[config.mk]
export PLATFORM = sky130hd
export DESIGN_NAME = timer_run_alarm_supervisor
export DESIGN_NICKNAME = d
export VERILOG_FILES = /design/src/sup_pkg.sv /design/src/timer_run_alarm_supervisor.sv
export VERILOG_INCLUDE_DIRS = /design/src
export SDC_FILE = /design/constraint.sdc
export NUM_CORES = 1
export LEC_CHECK = 0
export BUFFER_PORTS_ARGS = -buffer_cell sky130_fd_sc_hd__buf_2
export CORE_AREA = 2 2 167 120
export CTS_CLUSTER_SIZE = 25
export DETAILED_ROUTE_END_ITERATION = 10
export DIE_AREA = 0 0 169 122
export HOLD_SLACK_MARGIN = 0.12
export PLACE_DENSITY_LB_ADDON = 0.2
export SLEW_MARGIN = 10
export SYNTH_ARGS = -nofsm -noshare
export SYNTH_HDL_FRONTEND = slang
export SYNTH_SLANG_ARGS = --single-unit
[constraint.sdc]
create_clock -name clk_sys -period 3.88 [get_ports clk_sys]
set_input_delay 0.388 -clock clk_sys [delete_from_list [all_inputs] [get_ports clk_sys]]
set_output_delay 0.388 -clock clk_sys [all_outputs]
set_load 0.005 [all_outputs]
[src/sup_cfg.svh]
`ifndef SUP_CFG_SVH
`define SUP_CFG_SVH

// ----------------------------------------
// clock and derived rates
// ----------------------------------------
`define SUP_CLK_KHZ       200000
`define SUP_TICK_MS       1
`define SUP_CYC_PER_MS    (`SUP_TICK_MS * `SUP_CLK_KHZ)
`define SUP_MS_PER_S      1000
`define SUP_S_PER_MIN     60

// ----------------------------------------
// key timing, in ms ticks
// ----------------------------------------
`define SUP_KEY_SHORT_MS  1000
`define SUP_KEY_LONG_MS   3000

// ----------------------------------------
// lamp flash rates, in ms ticks
// ----------------------------------------
`define SUP_FLASH_SLOW_MS 500
`define SUP_FLASH_FAST_MS 125

// ----------------------------------------
// output percentages and loop break
// ----------------------------------------
`define SUP_PCT_FULL      7'h64
`define SUP_PCT_HALF      7'h32
`define SUP_LBD_PV_DELTA  16'h0002

// ----------------------------------------
// reset values
// ----------------------------------------
`define SUP_RUN_RST       1'b0
`define SUP_BLOCK_RST     2'h3

`endif

[src/sup_pkg.sv]
package sup_pkg;

  localparam int FUNC_W = 3;
  localparam int NAL    = 2;

  typedef enum logic [1:0] {
    TRIG_OFF, TRIG_SP, TRIG_KEY, TRIG_RUN
  } trig_t;

  typedef enum logic [2:0] {
    CH_CTRL, CH_ALARM1, CH_ALARM2, CH_ALARM_ANY,
    CH_LOOP_BREAK, CH_TIMER1, CH_TIMER2, CH_NONE
  } ch_func_t;

  typedef enum logic [1:0] {
    T_IDLE, T_PRI, T_SEC, T_DONE
  } tmr_state_t;

endpackage

[src/timer_run_alarm_supervisor.sv]
`include "sup_cfg.svh"
`timescale 1ns/1ps
`default_nettype none

module timer_run_alarm_supervisor
  import sup_pkg::*;
#(
  parameter int NCH        = 4,
  parameter int TW         = 16,
  parameter int CYC_PER_MS = `SUP_CYC_PER_MS
) (
  // clock and reset
  input  wire logic                  clk_sys,
  input  wire logic                  arst_n,
  // process side
  input  wire logic signed [15:0]    pv,
  input  wire logic signed [15:0]    setpoint,
  input  wire logic                  sensor_fault,
  input  wire logic [NAL-1:0]        alarm_cond,
  input  wire logic [NAL-1:0]        alarm_is_sensor_break,
  input  wire logic [NAL-1:0]        alarm_block_en,
  input  wire logic [6:0]            ctrl_pct_in,
  input  wire logic                  ctrl_demand,
  // front panel
  input  wire logic                  key_in,
  input  wire logic                  run_on_cmd,
  input  wire logic                  run_off_cmd,
  // configuration
  input  wire logic                  pid_mode,
  input  wire logic [6:0]            safe_output_percent,
  input  wire logic [7:0]            loop_break_interval,
  input  wire trig_t                 primary_timer_trigger_select,
  input  wire logic                  timer_time_base_select,
  input  wire logic                  timer_count_direction,
  input  wire logic                  timer_on_at_end,
  input  wire logic                  end_disable_en,
  input  wire logic [TW-1:0]         primary_interval,
  input  wire logic [TW-1:0]         secondary_interval,
  input  wire logic [NCH*FUNC_W-1:0] ch_func,
  // outputs
  output logic [NCH-1:0]             ch_out_r,
  output logic [6:0]                 ctrl_pct_r,
  output logic [NAL-1:0]             alarm_r,
  output logic                       loop_break_r,
  output logic                       run_lamp_r,
  output logic                       primary_timer_lamp_r,
  output logic                       secondary_timer_lamp_r,
  output logic [TW-1:0]              timer_count_r
);

  // ----------------------------------------
  // time base: ms, second and minute enables
  // ----------------------------------------
  logic [31:0] ms_div_r,  ms_div_nxt;
  logic [9:0]  ms_cnt_r,  ms_cnt_nxt;
  logic [5:0]  s_cnt_r,   s_cnt_nxt;
  logic [7:0]  fast_cnt_r, fast_cnt_nxt;
  logic        fast_ph_r, fast_ph_nxt;
  logic        ms_tick, s_tick, min_tick, unit_tick;

  always_comb begin
    ms_div_nxt   = ms_div_r + 32'h1;
    ms_cnt_nxt   = ms_cnt_r;
    s_cnt_nxt    = s_cnt_r;
    fast_cnt_nxt = fast_cnt_r;
    fast_ph_nxt  = fast_ph_r;
    ms_tick  = (ms_div_r == 32'(CYC_PER_MS - 1));
    s_tick   = ms_tick && (ms_cnt_r == 10'(`SUP_MS_PER_S - 1));
    min_tick = s_tick && (s_cnt_r == 6'(`SUP_S_PER_MIN - 1));
    if (ms_tick) begin
      ms_div_nxt   = 32'h0;
      ms_cnt_nxt   = s_tick ? 10'h0 : ms_cnt_r + 10'h1;
      fast_cnt_nxt = fast_cnt_r + 8'h1;
      if (fast_cnt_r == 8'(`SUP_FLASH_FAST_MS - 1)) begin
        fast_cnt_nxt = 8'h0;
        fast_ph_nxt  = ~fast_ph_r;
      end
    end
    if (s_tick) begin
      s_cnt_nxt = min_tick ? 6'h0 : s_cnt_r + 6'h1;
    end
    // one unit per second or minute as the base selects
    unit_tick = timer_time_base_select ? s_tick : min_tick;
  end

  always_ff @(posedge clk_sys or negedge arst_n) begin
    if (!arst_n) begin
      ms_div_r   <= 32'h0;
      ms_cnt_r   <= 10'h0;
      s_cnt_r    <= 6'h0;
      fast_cnt_r <= 8'h0;
      fast_ph_r  <= 1'b0;
    end else begin
      ms_div_r   <= ms_div_nxt;
      ms_cnt_r   <= ms_cnt_nxt;
      s_cnt_r    <= s_cnt_nxt;
      fast_cnt_r <= fast_cnt_nxt;
      fast_ph_r  <= fast_ph_nxt;
    end
  end

  // ----------------------------------------
  // front-panel key: press, short and long
  // ----------------------------------------
  logic [11:0] key_ms_r, key_ms_nxt;
  logic        key_q_r, key_q_nxt;
  logic        key_press, key_short, key_long;

  always_comb begin
    key_q_nxt  = key_in;
    key_ms_nxt = key_ms_r;
    key_press  = key_in && !key_q_r;
    key_long   = 1'b0;
    key_short  = 1'b0;
    if (key_press) begin
      key_ms_nxt = 12'h0;
    end else if (key_in && ms_tick &&
                 key_ms_r < 12'(`SUP_KEY_LONG_MS)) begin
      key_ms_nxt = key_ms_r + 12'h1;
      // long action fires while held, not at release
      key_long   = (key_ms_r == 12'(`SUP_KEY_LONG_MS - 1));
    end
    if (!key_in && key_q_r) begin
      key_short = (key_ms_r >= 12'(`SUP_KEY_SHORT_MS)) &&
                  (key_ms_r <  12'(`SUP_KEY_LONG_MS));
    end
  end

  always_ff @(posedge clk_sys or negedge arst_n) begin
    if (!arst_n) begin
      key_ms_r <= 12'h0;
      key_q_r  <= 1'b0;
    end else begin
      key_ms_r <= key_ms_nxt;
      key_q_r  <= key_q_nxt;
    end
  end

  // ----------------------------------------
  // timer sequence
  // ----------------------------------------
  tmr_state_t  st_r, st_nxt;
  logic        paused_r, paused_nxt;
  logic [TW-1:0] cnt_r, cnt_nxt, cur_ivl;
  logic        sp_reach, sp_reach_r, run_q_r, run_r;
  logic        start_ev, seq_end, key_ok;

  always_comb begin
    st_nxt     = st_r;
    paused_nxt = paused_r;
    cnt_nxt    = cnt_r;
    seq_end    = 1'b0;
    sp_reach   = (pv >= setpoint);
    key_ok     = (primary_timer_trigger_select == TRIG_KEY) && run_r;
    cur_ivl    = (st_r == T_SEC) ? secondary_interval : primary_interval;
    unique case (primary_timer_trigger_select)
      TRIG_SP:  start_ev = sp_reach && !sp_reach_r;
      TRIG_KEY: start_ev = key_press && key_ok;
      TRIG_RUN: start_ev = run_r && !run_q_r;
      TRIG_OFF: start_ev = 1'b0;
    endcase
    if (primary_timer_trigger_select == TRIG_OFF) begin
      st_nxt     = T_IDLE;
      paused_nxt = 1'b0;
      cnt_nxt    = '0;
    end else if (run_r) begin
      // timing free of control, but frozen with control enable off
      if (start_ev && (st_r == T_IDLE || st_r == T_DONE)) begin
        st_nxt     = T_PRI;
        cnt_nxt    = '0;
        paused_nxt = 1'b0;
      end else if (st_r == T_PRI || st_r == T_SEC) begin
        if (key_ok && key_long) begin
          st_nxt     = T_DONE;
          paused_nxt = 1'b0;
          seq_end    = 1'b1;
        end else if (key_ok && key_short) begin
          paused_nxt = ~paused_r;
        end else if (cnt_r >= cur_ivl) begin
          cnt_nxt = '0;
          if (st_r == T_PRI) begin
            st_nxt = T_SEC;
          end else begin
            st_nxt  = T_DONE;
            seq_end = 1'b1;
          end
        end else if (!paused_r && unit_tick) begin
          cnt_nxt = cnt_r + 1'b1;
        end
      end
    end
  end

  always_ff @(posedge clk_sys or negedge arst_n) begin
    if (!arst_n) begin
      st_r       <= T_IDLE;
      paused_r   <= 1'b0;
      cnt_r      <= '0;
      sp_reach_r <= 1'b0;
    end else begin
      st_r       <= st_nxt;
      paused_r   <= paused_nxt;
      cnt_r      <= cnt_nxt;
      sp_reach_r <= sp_reach;
    end
  end

  // ----------------------------------------
  // control enable and alarm blocking
  // ----------------------------------------
  logic           run_nxt;
  logic [NAL-1:0] blocked_r, blocked_nxt, alarm_eff;

  always_comb begin
    run_nxt = run_r;
    if (run_off_cmd) begin
      run_nxt = 1'b0;
    end else if (run_on_cmd) begin
      run_nxt = 1'b1;
    end
    // end of sequence wins over an operator turn-on
    if (seq_end && end_disable_en) begin
      run_nxt = 1'b0;
    end
    // block falls away once the condition has been seen clear
    blocked_nxt = blocked_r & alarm_cond;
    alarm_eff   = alarm_cond &
                  ~(blocked_r & alarm_block_en &
                    ~alarm_is_sensor_break);
  end

  always_ff @(posedge clk_sys or negedge arst_n) begin
    if (!arst_n) begin
      run_r     <= `SUP_RUN_RST;
      run_q_r   <= `SUP_RUN_RST;
      blocked_r <= `SUP_BLOCK_RST;
    end else begin
      run_r     <= run_nxt;
      run_q_r   <= run_r;
      blocked_r <= blocked_nxt;
    end
  end

  // ----------------------------------------
  // loop break detection
  // ----------------------------------------
  logic [7:0]         lbd_min_r, lbd_min_nxt;
  logic signed [15:0] pv_ref_r, pv_ref_nxt;
  logic               lbd_nxt, pv_moved;
  logic signed [16:0] pv_diff;

  always_comb begin
    lbd_min_nxt = lbd_min_r;
    pv_ref_nxt  = pv_ref_r;
    lbd_nxt     = loop_break_r;
    pv_diff     = 17'(pv) - 17'(pv_ref_r);
    pv_moved    = (pv_diff >= $signed({1'b0, `SUP_LBD_PV_DELTA})) ||
                  (pv_diff <= -$signed({1'b0, `SUP_LBD_PV_DELTA}));
    if (loop_break_interval == 8'h0 || !run_r) begin
      lbd_min_nxt = 8'h0;
      pv_ref_nxt  = pv;
      lbd_nxt     = 1'b0;
    end else if (pv_moved) begin
      lbd_min_nxt = 8'h0;
      pv_ref_nxt  = pv;
      lbd_nxt     = 1'b0;
    end else if (min_tick && !loop_break_r) begin
      if (lbd_min_r + 8'h1 >= loop_break_interval) begin
        lbd_nxt = 1'b1;
      end else begin
        lbd_min_nxt = lbd_min_r + 8'h1;
      end
    end
  end

  always_ff @(posedge clk_sys or negedge arst_n) begin
    if (!arst_n) begin
      lbd_min_r    <= 8'h0;
      pv_ref_r     <= 16'sh0;
      loop_break_r <= 1'b0;
    end else begin
      lbd_min_r    <= lbd_min_nxt;
      pv_ref_r     <= pv_ref_nxt;
      loop_break_r <= lbd_nxt;
    end
  end

  // ----------------------------------------
  // registered outputs
  // ----------------------------------------
  logic [NCH-1:0] ch_nxt;
  logic [6:0]     safe_pct, pct_nxt;
  logic           tmr1_on, tmr2_on, slow_on, lamp1_nxt, lamp2_nxt;
  logic [TW-1:0]  count_nxt;

  always_comb begin
    // off-range settings are coerced rather than refused
    if (pid_mode) begin
      safe_pct = (safe_output_percent > `SUP_PCT_FULL) ?
                 `SUP_PCT_FULL : safe_output_percent;
    end else begin
      safe_pct = (safe_output_percent >= `SUP_PCT_HALF) ?
                 `SUP_PCT_FULL : 7'h0;
    end
    pct_nxt = sensor_fault ? safe_pct : ctrl_pct_in;
    if (!run_r) begin
      pct_nxt = 7'h0;
    end
    slow_on = (ms_cnt_r < 10'(`SUP_FLASH_SLOW_MS));
    tmr1_on = timer_on_at_end ?
              (st_r == T_SEC || st_r == T_DONE) :
              (st_r == T_PRI);
    tmr2_on = (st_r == T_SEC);
    lamp1_nxt = 1'b0;
    lamp2_nxt = 1'b0;
    if (st_r == T_PRI) begin
      lamp1_nxt = paused_r ? fast_ph_r : slow_on;
    end else if (tmr1_on) begin
      lamp1_nxt = 1'b1;
    end
    if (st_r == T_SEC) begin
      lamp2_nxt = paused_r ? fast_ph_r : slow_on;
    end
    count_nxt = timer_count_direction ? cur_ivl - cnt_r : cnt_r;
    for (int i = 0; i < NCH; i++) begin
      unique case (ch_func_t'(ch_func[i*FUNC_W +: FUNC_W]))
        CH_CTRL:       ch_nxt[i] = sensor_fault ?
                                   (safe_pct >= `SUP_PCT_HALF) :
                                   ctrl_demand;
        CH_ALARM1:     ch_nxt[i] = alarm_eff[0];
        CH_ALARM2:     ch_nxt[i] = alarm_eff[1];
        CH_ALARM_ANY:  ch_nxt[i] = |alarm_eff;
        CH_LOOP_BREAK: ch_nxt[i] = loop_break_r;
        CH_TIMER1:     ch_nxt[i] = tmr1_on;
        CH_TIMER2:     ch_nxt[i] = tmr2_on;
        CH_NONE:       ch_nxt[i] = 1'b0;
      endcase
    end
    // control enable gates every channel
    ch_nxt = run_r ? ch_nxt : '0;
  end

  always_ff @(posedge clk_sys or negedge arst_n) begin
    if (!arst_n) begin
      ch_out_r               <= '0;
      ctrl_pct_r             <= 7'h0;
      alarm_r                <= '0;
      run_lamp_r             <= `SUP_RUN_RST;
      primary_timer_lamp_r   <= 1'b0;
      secondary_timer_lamp_r <= 1'b0;
      timer_count_r          <= '0;
    end else begin
      ch_out_r               <= ch_nxt;
      ctrl_pct_r             <= pct_nxt;
      alarm_r                <= run_r ? alarm_eff : '0;
      // built from the next value so the lamp tracks run_r exactly
      run_lamp_r             <= run_nxt;
      primary_timer_lamp_r   <= lamp1_nxt;
      secondary_timer_lamp_r <= lamp2_nxt;
      timer_count_r          <= count_nxt;
    end
  end

endmodule

`default_nettype wire

==> metrics.md <==
| Metric | Value |
|---|---|
| Status | `finished, final reports clean` |
| Yosys top cell by area | `dfrtp_1` |
| FILL cells | `1698` |
| RSZ-0062 raised after global routing | `false` |
| Register area | `3756 um2` |
| Slew headroom | `0.3786` |
| Layout cell share with drive strength beyond 1 | `0.2068` |
| Final ANT Viol Nets | `0` |
| Synth top area cells | `dfrtp_1 38%, ha_1 8.7%, xnor2_1 4.0%` |
| Critical Path RT | `4230 ps` |
| Setup-failing EPs final | `0` |
| WL/cell | `14.86 um` |
| Worst-path cell chain | `inv_1 > ha_4 > buf_4 > mux2_2 > ha_1 > a21oi_2 > o21a_1 > o31ai_1 > a221oi_2 > or2_2 > and4bb_4 > a41oi_1 > a31oi_1` |
| Final Slew Violations | `0` |
| DR DRC count | `0` |
| Tot Pwr | `4.741 mW` |
| Synth unique cells | `76` |
| Largest net degree at the start of global routing | `102` |
| Main synth FF type | `dfrtp_1` |
| H-Tree Depth | `4` |
| Initial DRC Count | `561` |
| Final min period | `3654 ps` |
| Via Count | `8132` |
| Yosys top cell area share | `0.3805` |
| I/O pins | `151` |
| Total Routing Usage GR | `0.2182` |
| Synthesized net count | `1242` |
| WP data arrival | `4010 ps` |
| CP Capture Type | `register` |
| CTS clk-pin slew, worst paths | `70 ps` |
| CTS tree | `yes` |
| Final hold slack | `199.2 ps` |
| PortBufs | `150` |
| Worst-Margin Slew | `932.2 ps` |
| Final Cycle Share | `0.9418` |
| Pwr dens | `413.0 nW/um2` |
| CORE AREA | `19260 um2` |
| Worst Setup Start Kind | `register` |
| Async S/R FF share, synth | `1.000` |
| Pleak | `5.500 nW` |
| Die Area | `20620 um2` |
| Post-synth EDFFs | `0` |
| Num CTS Buffers | `17` |
| Synth warn | `0` |
| Gr ovfl total | `0` |
| Hold WC Path Type | `input pin to register` |
| Synthesized netlist cell count | `1054` |
| Antenna Cells | `0` |
| Max stage delay on crit path | `480 ps` |
| Site Rows | `43` |
| Endpoints failing hold | `0` |
| Die H | `122 um` |
| Highest Clock Rate | `273.7 MHz` |
| Initial core utilization | `0.5053` |
| Slowest-stage cell, CP | `and4bb_4` |
| Count leader, synth | `dfrtp_1` |
| Worst setup margin | `225.8 ps` |
| Avg Vias per Cell | `5.476` |
| Detailed Routing Iterations Pass 1 | `5` |
| Clock sink count | `150` |
| Setup CP Type | `register to register` |
| WL final | `22.07 mm` |
| CTS root buf | `clkbuf_16` |
| Area grow syn2layout | `17.96%` |
| DP Worst Slack | `-142.4 ps` |
| RePlAce Congestion | `0.8749` |
| Vias in the first global route | `7345` |
| Fin nets | `1414` |
| Average cell area after synthesis | `9.234 um2` |
| Yosys reg bits | `150` |
| DP HPWL | `16.40 mm` |
| Initial antenna violation count | `0` |
| Later-pin clock latency in the skew report | `430 ps` |
| Layout Skew | `13.21 ps` |
| Bufs on Longest Clock Path | `2` |
| Max-Cap Viols | `0` |
| Peak VDD IR | `290.6 uV` |
| Die span in x | `169 um` |
| Post-Syn Area | `9733 um2` |
| Multi-input gate area | `5600 um2` |
| Worst-path fanout max | `15` |
| Commonest cells post-synth | `148 x dfrtp_1, 94 x nor2_1, 85 x inv_1` |
| Seq/Total Area, Yosys | `0.3859` |
| First-pass GRT wire length | `36.20 mm` |
cell families after synthesis:
logic type | share of synthesized area
AND/OR/NAND/NOR | 0.2022
AO/OA/AOI/OAI | 0.1483
flip-flops | 0.3859
buffers and inverters | 0.04178
XOR/XNOR | 0.07649
adder cells (fa/ha/maj) | 0.09153
multiplexers | 0.05373
per-layer routing:
metal | GRT usage | vias up | share of wire
li1 | - | 4118 | -
met1 | 0.3365 | 3826 | 0.52
met2 | 0.3194 | 175 | 0.43
met3 | 0.03476 | 13 | 0.043
met4 | 0.05342 | 0 | 0.0077
met5 | 0 | - | 0
final timing paths:
| path | depth (start not counted) | to | from | slack [ps] |
|---|---|---|---|---|
| worst max-delay path | 13 | cnt_r[15]$_DFFE_PN0P_ | st_r[0]$_DFFE_PN0P_ | 230 |
| worst max register to register | 13 | cnt_r[15]$_DFFE_PN0P_ | st_r[0]$_DFFE_PN0P_ | 230 |
| worst min-delay path | 2 | blocked_r[1]$_DFF_PN1_ | alarm_cond[1] | 200 |
| worst min register to register | 1 | ms_div_r[4]$_DFF_PN0_ | ms_div_r[4]$_DFF_PN0_ | 470 |
| max in group asynchronous | 3 | blocked_r[1]$_DFF_PN1_ | arst_n | 2370 |
| min in group asynchronous | 2 | ms_div_r[19]$_DFF_PN0_ | arst_n | 630 |
stage by stage:
step | TNS (ps) | util | instance area (um2) | cells
5_1_grt | 0 | 0.5961 | 11480 | 1485
3_3_place_gp | -42.57 | 0.5656 | 10890 | 1452
6_report | 0 | 0.5961 | 11480 | 1485
2_1_floorplan | 0 | - | 9736 | 1054
4_1_cts | 0 | 0.5948 | 11460 | 1485
3_5_place_dp | -326.4 | 0.5656 | 10890 | 1452
registers in the layout (all words and copies together), names as in the netlist, 4 cells and up:
name           cells
ch_out_r           4
cnt_r             16
ctrl_pct_r         7
fast_cnt_r         8
key_ms_r          12
lbd_min_r          8
ms_cnt_r          10
ms_div_r          32
pv_ref_r          16
s_cnt_r            6
timer_count_r     16
placed cells by master, fill, tap and decap left out, types with 16 or more instances in the layout:
cell,synthesis,layout
mux2_2,22,22
nand3_1,53,53
dfrtp_1,148,148
buf_4,1,19
o21ai_0,51,50
nand4_1,21,21
nor3_1,22,22
nand2_1,81,81
xor2_1,40,40
inv_1,85,85
a31oi_1,23,23
buf_2,1,149
ha_1,68,67
a21oi_1,56,54
xnor2_1,45,45
clkbuf_16,0,17
and3_1,16,16
nor2_1,94,94
a21o_1,18,18
power by group:
part	switching, mW	total (mW)	internal (mW)
combinational	0.803	1.51	0.705
sequential	0.0302	1.70	1.67
clock	0.694	1.54	0.842
total	1.53	4.74	3.21
timing repair:
action                                  4_1_cts  5_1_grt
hold buffers                                  2        0
pin swaps                                     0        1
endpoints found under the hold margin         5        0
setup buffers                                 0        0
endpoints found under the setup margin        8       17
gates resized for setup                       1        6
worst max-delay path, delay by kind of cell, from the launching register on:
family / cells / cell delay, ps
mux: 1 / 370
fa+ha+maj: 2 / 540
simple gates: 2 / 810
buf+inv: 2 / 340
compound gates: 6 / 1130
flops: 1 / 370
layout make-up:
type,instances,area share
Clock buffer,19,0.03858
Clock inverter,12,0.008174
Inverter,85,0.02779
Multi-Input combinational cell,799,0.4878
Sequential cell,150,0.3272
Tap cell,247,0.02692
Timing Repair Buffer,173,0.08359
Note: power is estimated with default switching activity, not from simulation.
